--- config.mk ---
export PLATFORM = sky130hd
export DESIGN_NAME = pio_port
export DESIGN_NICKNAME = d
export VERILOG_FILES = /design/src/rtl/pio_pkg.sv /design/src/rtl/pio_port.sv
export SDC_FILE = /design/constraint.sdc
export NUM_CORES = 1
export LEC_CHECK = 0
export BUFFER_PORTS_ARGS = -buffer_cell sky130_fd_sc_hd__buf_2
export CAP_MARGIN = 0
export CORE_MARGIN = 5
export CORE_UTILIZATION = 55
export CTS_BUF_LIST = sky130_fd_sc_hd__clkbuf_8
export DETAILED_ROUTE_END_ITERATION = 16
export GPL_ROUTABILITY_DRIVEN = 0
export PLACE_DENSITY = 0.87
export SYNTH_ARGS = -nofsm -noshare
export SYNTH_HDL_FRONTEND = slang
export SYNTH_SLANG_ARGS = --single-unit
--- constraint.sdc ---
create_clock -name clk_i -period 3 [get_ports clk_i]
set_input_delay 0.15 -clock clk_i [delete_from_list [all_inputs] [get_ports clk_i]]
set_output_delay 0.15 -clock clk_i [all_outputs]
set_load 0.05 [all_outputs]
--- src/rtl/pio_pkg.sv ---
/*
  Package for the dual I/O port block: register offsets, field positions,
  reset values, bus and pin carrier structs and the handshake state codes.
  Assumes a classic Wishbone master with 32-bit data on the same clock.
*/
package pio_pkg;

  // Word-aligned byte offsets of the registers
  localparam logic [7:0] PIO_OFF_PCFG = 8'h00;
  localparam logic [7:0] PIO_OFF_FMODE = 8'h04;
  localparam logic [7:0] PIO_OFF_BDIR = 8'h08;
  localparam logic [7:0] PIO_OFF_BOUT = 8'h0c;
  localparam logic [7:0] PIO_OFF_BIN = 8'h10;
  localparam logic [7:0] PIO_OFF_FOUT = 8'h14;
  localparam logic [7:0] PIO_OFF_FIN = 8'h18;
  localparam logic [7:0] PIO_OFF_IRQ = 8'h1c;

  // port_config_reg fields
  localparam int PIO_PCFG_CMP_OUT = 0;
  localparam int PIO_PCFG_OPEN_DRAIN = 1;
  localparam int PIO_PCFG_LOW_EMI = 2;
  // fixed_port_mode_reg fields
  localparam int PIO_FMODE_HSK = 0;
  localparam int PIO_FMODE_ANALOG = 1;
  localparam int PIO_FMODE_EDGE1 = 2;
  localparam int PIO_FMODE_EDGE2 = 4;
  localparam int PIO_FMODE_TMR_OUT = 6;

  // Edge selection codes for lines 1 and 2
  localparam logic [1:0] PIO_EDGE_FALL = 2'h0;
  localparam logic [1:0] PIO_EDGE_RISE = 2'h1;
  localparam logic [1:0] PIO_EDGE_BOTH = 2'h2;

  // Reset values: all bidirectional lines input, everything off
  localparam logic [7:0] PIO_PCFG_RST = 8'h00;
  localparam logic [7:0] PIO_FMODE_RST = 8'h00;
  localparam logic [7:0] PIO_BDIR_RST = 8'hff;
  localparam logic [7:0] PIO_BYTE_RST = 8'h00;
  // Interrupt lines idle high, so the edge history starts there
  localparam logic [3:0] PIO_FIN_IDLE = 4'hf;

  // Comparator settle guard after an analog mode change (two short instruction times)
  localparam int PIO_CMP_SETTLE_NS = 480;
  localparam int PIO_CLK_NS = 40;
  localparam int PIO_CMP_SETTLE_CYC = (PIO_CMP_SETTLE_NS + PIO_CLK_NS - 1) / PIO_CLK_NS;

  typedef struct packed {
    logic cyc;
    logic stb;
    logic we;
    logic [3:0] sel;
    logic [7:0] adr;
    logic [31:0] dat;
  } pio_wb_req_t;

  typedef struct packed {
    logic ack;
    logic [31:0] dat;
  } pio_wb_rsp_t;

  typedef struct packed {
    logic [7:0] o;
    logic [7:0] oe;
    logic low_emi;
  } pio_bpins_t;

  typedef struct packed {
    logic [7:4] o;
    logic low_emi;
  } pio_fpins_t;

  typedef enum logic [1:0] {
    PIO_HS_IDLE = 2'b00,
    PIO_HS_REQ = 2'b01,
    PIO_HS_WAIT = 2'b10
  } pio_hs_t;

endpackage

--- src/rtl/pio_port.sv ---
/*
  Bidirectional 8-line port plus fixed-direction 8-line port with edge
  interrupt inputs, two comparators, timer routing and byte handshake.
  Assumes pins arrive asynchronously; comparator results and the external
  timer output come in as plain levels from neighbouring analog and timer logic.
*/
// Register access over Wishbone and the placing of the registers were decided locally.
`timescale 1ns/1ps
// Function
// RL1: Eight bidirectional lines, Schmitt-buffered inputs
// RL2: Per-line direction set independently
// RL3: One global push-pull or open-drain select
// RL4: One global low-emission drive mode
// RL5: Handshake uses fixed line 1 in, 6 out
// RL6: Handshake direction follows line 7 direction
// RL7: Lines 0-3 inputs, 4-7 push-pull outputs
// RL8: Mode bit 1 enables comparators
// RL9: Config bit 0 drives comparators onto 4, 7
// RL10: Lines 0 and 3 interrupt on falling edge
// RL11: Lines 1, 2 select fall, rise, both
// RL12: Timer input line 1, output line 6
// RL13: Fixed port carries other ports' handshake
// RL14: Software waits before reading comparator
// RL15: Software masks interrupts around mode change
// RL16: Software clears low requests after enable
// RL17: Config register at offset zero
// RL18: Synchronised edge sets request once
// RL19: Interlocked request/acknowledge per byte
module pio_port
  import pio_pkg::*;
(
  input wire logic clk_i,
  input wire logic rst_i,
  input wire pio_pkg::pio_wb_req_t wb_i,
  output pio_pkg::pio_wb_rsp_t wb_o,
  input wire logic [7:0] bport_i,
  output pio_pkg::pio_bpins_t bport_o,
  input wire logic [3:0] fport_i,
  output pio_pkg::pio_fpins_t fport_o,
  input wire logic [1:0] cmp_i,
  input wire logic [1:0] xhs_out_i,
  input wire logic tmr_out_i,
  output logic [3:0] irq_o,
  output logic tmr_in_o,
  output logic [1:0] xhs_in_o
);
  import pio_pkg::*;

  typedef struct packed {
    logic ack;
    logic [31:0] rdat;
    logic [7:0] pcfg;
    logic [7:0] fmode;
    logic [7:0] bdir;
    logic [7:0] bout;
    logic [7:0] blatch;
    logic [7:4] fout;
    logic [3:0] irq;
    logic [7:0] bs1;
    logic [7:0] bs2;
    logic [3:0] fs1;
    logic [3:0] fs2;
    logic [3:0] fprev;
    pio_hs_t hs;
    logic hs_out;
    logic [4:0] settle;
    pio_bpins_t bp;
    pio_fpins_t fp;
    logic tmr_in;
    logic [1:0] xhs_in;
  } pio_state_t;

  pio_state_t s;
  pio_state_t next_s;
  logic [3:0] fall;
  logic [3:0] rise;
  logic [3:0] hit;
  logic wr;
  logic rd;
  logic [7:0] wbyte;
  logic hs_ack;
  logic hs_in_dir;
  logic [7:0] drive;

  // Edges are seen only on the second sync stage, never on the first
  genvar g;
  generate
    for (g = 0; g < 4; g++)
    begin : g_edge
      assign fall[g] = s.fprev[g] & ~s.fs2[g];
      assign rise[g] = ~s.fprev[g] & s.fs2[g];
    end
  endgenerate

  // RL10 RL11
  always_comb
  begin
    hit[0] = fall[0];
    hit[3] = fall[3];
    unique case (s.fmode[PIO_FMODE_EDGE1 +: 2])
      PIO_EDGE_RISE: hit[1] = rise[1];
      PIO_EDGE_BOTH: hit[1] = rise[1] | fall[1];
      default: hit[1] = fall[1];
    endcase
    unique case (s.fmode[PIO_FMODE_EDGE2 +: 2])
      PIO_EDGE_RISE: hit[2] = rise[2];
      PIO_EDGE_BOTH: hit[2] = rise[2] | fall[2];
      default: hit[2] = fall[2];
    endcase
  end

  assign wr = wb_i.cyc & wb_i.stb & wb_i.we & ~s.ack & wb_i.sel[0];
  assign rd = wb_i.cyc & wb_i.stb & ~s.ack;
  assign wbyte = wb_i.dat[7:0];
  assign hs_ack = s.fs2[1]; // RL5
  assign hs_in_dir = s.bdir[7]; // RL6

  always_comb
  begin
    next_s = s;
    next_s.ack = wb_i.cyc & wb_i.stb & ~s.ack;
    next_s.bs1 = bport_i;
    next_s.bs2 = s.bs1;
    next_s.fs1 = fport_i;
    next_s.fs2 = s.fs1;
    next_s.fprev = s.fs2;
    if (s.settle != 5'h00)
    begin
      next_s.settle = s.settle - 5'h01;
    end
    // Set wins over a same-cycle clear below
    next_s.irq = s.irq | hit; // RL18
    if (wr)
    begin
      unique case (wb_i.adr)
        PIO_OFF_PCFG: next_s.pcfg = wbyte; // RL17
        PIO_OFF_FMODE:
        begin
          next_s.fmode = wbyte;
          if (wbyte[PIO_FMODE_ANALOG] != s.fmode[PIO_FMODE_ANALOG])
          begin
            next_s.settle = 5'(PIO_CMP_SETTLE_CYC);
          end
        end
        PIO_OFF_BDIR: next_s.bdir = wbyte; // RL2
        PIO_OFF_BOUT:
        begin
          next_s.bout = wbyte;
          // Writing output data starts a transfer when line 7 is output
          if (s.fmode[PIO_FMODE_HSK] && !hs_in_dir && s.hs == PIO_HS_IDLE)
          begin
            next_s.hs = PIO_HS_REQ;
          end
        end
        PIO_OFF_FOUT: next_s.fout = wbyte[7:4];
        PIO_OFF_IRQ: next_s.irq = (s.irq & ~wbyte[3:0]) | hit;
        default: ;
      endcase
    end
    // RL19
    unique case (s.hs)
      PIO_HS_IDLE:
      begin
        next_s.hs_out = 1'b0;
        if (s.fmode[PIO_FMODE_HSK] && hs_in_dir && !hs_ack)
        begin
          next_s.blatch = s.bs2; // RL5
          next_s.hs_out = 1'b1;
          next_s.hs = PIO_HS_WAIT;
        end
      end
      PIO_HS_REQ:
      begin
        next_s.hs_out = 1'b1;
        if (!hs_ack)
        begin
          next_s.hs = PIO_HS_WAIT;
        end
      end
      PIO_HS_WAIT:
      begin
        if (hs_ack)
        begin
          next_s.hs_out = 1'b0;
          next_s.hs = PIO_HS_IDLE;
        end
      end
      default: next_s.hs = PIO_HS_IDLE;
    endcase
    if (!s.fmode[PIO_FMODE_HSK])
    begin
      next_s.hs = PIO_HS_IDLE;
      next_s.hs_out = 1'b0;
      next_s.blatch = s.bs2; // RL1
    end
    unique case (wb_i.adr)
      PIO_OFF_PCFG: next_s.rdat = {24'h000000, s.pcfg};
      PIO_OFF_FMODE: next_s.rdat = {24'h000000, s.fmode};
      PIO_OFF_BDIR: next_s.rdat = {24'h000000, s.bdir};
      PIO_OFF_BOUT: next_s.rdat = {24'h000000, s.bout};
      PIO_OFF_BIN: next_s.rdat = {24'h000000, s.blatch};
      PIO_OFF_FOUT: next_s.rdat = {24'h000000, s.fout, 4'h0};
      PIO_OFF_FIN: next_s.rdat = {23'h000000, s.settle == 5'h00, 4'h0, s.fs2};
      PIO_OFF_IRQ: next_s.rdat = {28'h0000000, s.irq};
      default: next_s.rdat = 32'h00000000;
    endcase
    if (!rd)
    begin
      next_s.rdat = 32'h00000000;
    end
    // Bidirectional pin drive
    drive = s.bout;
    for (int i = 0; i < 8; i++)
    begin
      next_s.bp.o[i] = s.pcfg[PIO_PCFG_OPEN_DRAIN] ? 1'b0 : drive[i]; // RL3
      next_s.bp.oe[i] = ~s.bdir[i] & (~s.pcfg[PIO_PCFG_OPEN_DRAIN] | ~drive[i]); // RL2
    end
    next_s.bp.low_emi = s.pcfg[PIO_PCFG_LOW_EMI]; // RL4
    next_s.fp.low_emi = s.pcfg[PIO_PCFG_LOW_EMI]; // RL4
    // RL7
    next_s.fp.o[5] = s.fout[5];
    next_s.fp.o[4] = s.fout[4];
    next_s.fp.o[7] = s.fout[7];
    next_s.fp.o[6] = s.fout[6];
    if (s.fmode[PIO_FMODE_ANALOG] && s.pcfg[PIO_PCFG_CMP_OUT])
    begin
      next_s.fp.o[4] = cmp_i[0]; // RL9
      next_s.fp.o[7] = cmp_i[1]; // RL9
    end
    if (s.fmode[PIO_FMODE_HSK])
    begin
      // Strobe leaves with the state change, not one cycle after it
      next_s.fp.o[6] = next_s.hs_out; // RL5
    end
    else if (s.fmode[PIO_FMODE_TMR_OUT])
    begin
      next_s.fp.o[6] = tmr_out_i; // RL12
    end
    else if (xhs_out_i[0])
    begin
      next_s.fp.o[5] = 1'b1; // RL13
    end
    next_s.tmr_in = s.fs2[1]; // RL12
    // Analog mode forces the cross-port handshake inputs to zero; FIN and the edge requests still see the lines
    next_s.xhs_in = s.fmode[PIO_FMODE_ANALOG] ? 2'h0 : {s.fs2[2], s.fs2[0]}; // RL8 RL13
    if (xhs_out_i[1] && !s.fmode[PIO_FMODE_ANALOG])
    begin
      next_s.fp.o[5] = 1'b0; // RL13
    end
  end

  always_ff @(posedge clk_i)
  begin
    if (rst_i)
    begin
      s <= '0;
      s.pcfg <= PIO_PCFG_RST;
      s.fmode <= PIO_FMODE_RST;
      s.bdir <= PIO_BDIR_RST;
      s.bout <= PIO_BYTE_RST;
      s.hs <= PIO_HS_IDLE;
      // Avoid a false edge on the first cycles after reset
      s.fs1 <= PIO_FIN_IDLE;
      s.fs2 <= PIO_FIN_IDLE;
      s.fprev <= PIO_FIN_IDLE;
    end
    else
    begin
      s <= next_s;
    end
  end

  assign wb_o.ack = s.ack;
  assign wb_o.dat = s.rdat;
  assign bport_o = s.bp;
  assign fport_o = s.fp;
  assign irq_o = s.irq;
  assign tmr_in_o = s.tmr_in;
  assign xhs_in_o = s.xhs_in;
endmodule // pio_port

== Word-level counts from Yosys, hierarchy flattened ==
Cells that the tools add are included.

* Multiplexer cells: 28
* Add/sub/neg operators: 1
* Reductions and logical operators: 24
* Bitwise operators: 59
* Equal/unequal tests: 16

{| class="wikitable"
|+ Operators with widths
! kind !! count
|-
| 9-bit case mux with 8 select lines || 1
|-
| 8-bit by 5-bit equality test with 1-bit output, second input constant || 4
|-
| 1-bit NOT || 26
|-
| 8-bit two-way mux || 3
|-
| 5-bit two-way mux || 4
|-
| 1-bit bitwise AND || 19
|-
| 8-bit by 4-bit equality test with 1-bit output, second input constant || 2
|-
| 2-bit AND reduction || 6
|-
| 1-bit OR || 10
|-
| 2-bit OR reduction || 5
|-
| 8-bit by 3-bit equality test with 1-bit output, second input constant || 1
|-
| 8-bit zero test || 1
|-
| 1-bit two-way mux || 8
|-
| 2-bit two-way mux || 4
|-
| 4-bit two-way mux || 2
|-
| 4-bit OR || 2
|-
| 2-bit by 1-bit equality test with 1-bit output, second input constant || 3
|-
| 2-bit equality test, second input constant || 3
|-
| 1-bit logical AND || 6
|-
| 3-bit two-way mux || 2
|-
| 2-bit case mux with 3 select lines || 1
|-
| 5-bit zero test || 1
|-
| 5-bit nonzero test || 1
|-
| 5-bit by 1-bit subtractor with 5-bit output, second input constant || 1
|-
| other kinds (8) || 12
|}

* Logic and storage cells: 152
* Register bits: 141
* Bits of input ports: 66
* Output and inout port bits: 62

== Longest topological paths before layout ==
* Depth in word-level cells: 10
* Depth in mapped cells: 6
* Depth with buffers taken out: 6

== Worst setup path after synthesis ==
No wires, ideal clock.

* Path kind: register to register
* Start: register s (netlist bit hs_in_dir)
* End: register s[76] (netlist name)
* Clock period less this slack: 1,730 ps
* Setup time: 128 ps
* Buffers on the path: 0
* Required time: 2,872 ps
* Arrival: 1,603 ps
* Setup slack: 1,270 ps
* Cell stages (with the launch flop): 5
* Cell sequence: dfxtp_1 > inv_1 > o41ai_2 > mux2i_1 > nor2_1

* Word-level cells in the longest chain between the ends: 4

{| class="wikitable"
|+ Ends and longest elaborated chain
! element !! line !! source
|-
| from (decl) || pio_port.sv:73 || <nowiki>pio_state_t s;</nowiki>
|-
| from (signal assigned) || pio_port.sv:269 || <nowiki>s <= next_s;</nowiki>
|-
| 1-bit logical AND (2 in a row) || pio_port.sv:165 || <nowiki>if (s.fmode[PIO_FMODE_HSK] && hs_in_dir && !hs_ack)</nowiki>
|-
| 2-bit by 1-bit inequality test with 1-bit output (no line) || - ||
|-
| 2-bit AND reduction (no line) || - ||
|}

No other way between the ends.
A chain may end at the register's enable or synchronous reset.

== Worst setup path in the final report ==
* Start: register s (netlist bit wb_o[32])
* End: register s (netlist bit hs_in_dir)

* Word-level cells in the longest chain between the ends: 4

{| class="wikitable"
|+ Ends and longest elaborated chain
! element !! line !! source
|-
| 1-bit NOT || pio_port.sv:112 || <nowiki>assign wr = wb_i.cyc & wb_i.stb & wb_i.we & ~s.ack & wb_i.sel[0];</nowiki>
|-
| 1-bit bitwise AND (2 in a row) || pio_port.sv:112 ||
|-
| 2-bit AND reduction (no line) || - ||
|}

No other way between the ends.

==> metrics <==
dpl hpwl=a little over 7000 um; WL final=10500 um; Clk pwr share=36.2%; count of buffer and inverter cells on the critical path=0; slowest library cell on the worst path=or4_1; initial antenna violation count=0; ANT cells=0; fraction of registers with async set/reset=0%; number of enable flip-flop cells after synthesis=0; area growth from synthesis to layout=11.3%; final hold vios=0; Post-Place Setup Slack=about 720 ps; vias in the first global route=3550; Post-Syn Area=5000 um2; CORE AREA=around 9000 um2; DRT Pass-1 Iters=5; worst hold path class=in2reg; Seq/Total Area, Yosys=a little under half; worst path arrival time=around 2300 ps; Max Clock Freq=between 400 and 500 MHz; sequential share of power=51.7%; Comb power frac=about an eighth; antenna-violating nets left=0; Max Fanout on Critical Path=16; switching power share of the total=between 20% and 30%; status=completed; Final WS setup=952 ps; number of synthesized register bits=around 120; final cycle utilization of the critical path=about two thirds; RSZ-0062 raised after global routing=false; CTS tree=built; Vias per Instance=around 5.3; die outline width=about 110 um; PD cells=approximately 570 nW/um2; total track usage=roughly a fifth; total CTS buffers=17; maxcap violations=0; CP delay by family, top=simple AND/OR/NAND/NOR gates; Setup Fix Bufs, Post-CTS=0; TNS Setup=0 ps; Cell Int Power=2.31 mW; most common cell after layout, fill and taps aside=dfxtp_1; clk_lat worst skew=approximately 420 ps; WL/cell=between 15 and 20 um; # clock sinks=118; Residual DRC=0; largest net degree at the start of global routing=42; Design Power=3.17 mW; cells after synthesis=502; first-pass GRT wire length=17300 um; H-tree depth=4; post-synthesis cell type count=46; Final Setup Violations=0; total gr overflow=0; cell row count=34; 1st-iter DRT viols=roughly 250; Die Ht=105 um; DR vias=between 3000 and 4000; Initial Util=approximately 57%; Worst Tran Pin Value=726 ps; most frequent cells in the layout=dfxtp_1, buf_2, nor2_1; nets=632; Buffers on Ports=between 70 and 80; Final Slew Violations=0; CTS root buf=clkbuf_8; Worst setup EP type=flop; NetSw=around 860 uW; Most used DFF post-synth=dfxtp_1; Syn Area/Cell=approximately 10 um2; WHS=30.0 ps; Clock Path Buffers=2; IO Count=128; crit start category=flop; CP Cell Sequence=nand3b_1 > or4_1 > nor3_2 > a21oi_1; synth warn=0; Required @ worst endpoint=around 3300 ps; worst setup path category=reg2reg; maximum VDD drop=~0.34 mV; min Tclk post-route=just over 2000 ps; leakage power=~2.4 nW; clock slew at reported path FFs=about 70 ps; layout cell share with drive strength beyond 1=roughly a quarter; die area=between 10000 and 15000 um2; Largest stage delay, worst path=a little over 900 ps; Clock Skews=9.42 ps; max-slew headroom at the worst pin=between 50% and 60%
final cells by class:
class,count,area [um2]
Sequential cell,118,2360
Tap cell,108,135
Multi-Input combinational cell,303,2090
Fill cell,692,3240
Inverter,17,63.8
Clock inverter,12,67.6
Timing Repair Buffer,100,598
Clock buffer,18,248
tightest hold or removal path: cells and delay by family:
| family | cells | cell delay (ps) |
|---|---|---|
| AND/OR/NAND/NOR | 2 | 190 |
| buffers and inverters | 1 | 70 |
power groups by stage:
| stage | clock network [mW] | logic (mW) | registers, mW |
|---|---|---|---|
| finish | 1.15 | 0.382 | 1.64 |
| global route | 1.26 | 0.422 | 1.65 |
| CTS | 1.17 | 0.381 | 1.64 |
| detailed placement | 0 | 0.362 | 1.68 |
| global placement | 0 | 0.342 | 1.67 |
| floorplan | 0 | 0.305 | 1.67 |
kinds of logic after synthesis:
family          Yosys count  share of synthesized area (%)
mux                      54                           13.0
fa+ha+maj                 9                           2.25
simple gates            160                           17.4
buf+inv                 103                           12.7
compound gates           55                           6.96
other cells               1                         0.0750
flops                   118                           47.3
xor+xnor                  2                          0.351
metrics by stage:
step                      area [um2]  util, %  instances
after floorplan                 5080        -        524
after global placement          5090     57.8        630
after detailed placement        5090     57.8        630
after CTS                       5570     63.2        676
after global routing            5570     63.2        676
final                           5570     63.2        676
per-layer routing:
layer / GRT usage, % / up-vias / share of wire (%)
met5: 0 / - / 0
li1: - / 1738 / -
met3: 6.54 / 27 / 8.9
met1: 22.7 / 1678 / 39
met4: 11.6 / 0 / 2.9
met2: 32.1 / 157 / 49
final timing paths:
kind | from | end | slack [ps] | cells after the start
max reg2reg | wb_o[32]$_SDFF_PP0_ | hs_in_dir$_SDFFE_PP1P_ | 950 | 4
min | xhs_out_i[1] | fport_o[2]$_SDFF_PP0_ | 30 | 3
max | wb_o[32]$_SDFF_PP0_ | hs_in_dir$_SDFFE_PP1P_ | 950 | 4
min reg2reg | next_s[39]$_SDFF_PP1_ | next_s[35]$_SDFF_PP1_ | 410 | 1
synth_stat cells (3+ instances only):
cell      instances  share of area (%)
a21oi_1          25                2.5
mux4_2            7                3.2
nand2_1           8               0.60
clkbuf_1         13               0.98
ha_1              9                2.3
nor2_1           58                4.4
or4_1             3               0.45
nor2b_1          20                2.5
o21ai_0           6               0.60
a211oi_1         12                1.8
nand2b_1          8                1.0
nor4_1            4               0.50
nand3_1           9               0.90
or2_2            12                1.5
buf_1             6               0.45
inv_1            17                1.3
dfxtp_1         118                 47
and2_1            9                1.1
nor3_1           16                1.6
mux2i_1          41                8.2
buf_4            63                9.5
buf_2             3               0.30
mux2_2            5                1.1
registers in the layout, summed over array words and instances (netlist names), 2 cells and up:
signal,cells
fport_o,5
wb_o,10
irq_o,4
xhs_in_o,2
drive,8
next_s,16
bport_o,16
s,54
what timing repair did:
| item | 4_1_cts | 5_1_grt |
|---|---|---|
| hold buffers | 16 | 0 |
| resized for setup | 0 | 0 |
| endpoints found under the hold margin | 16 | 0 |
(Power assumes the default switching activity.)
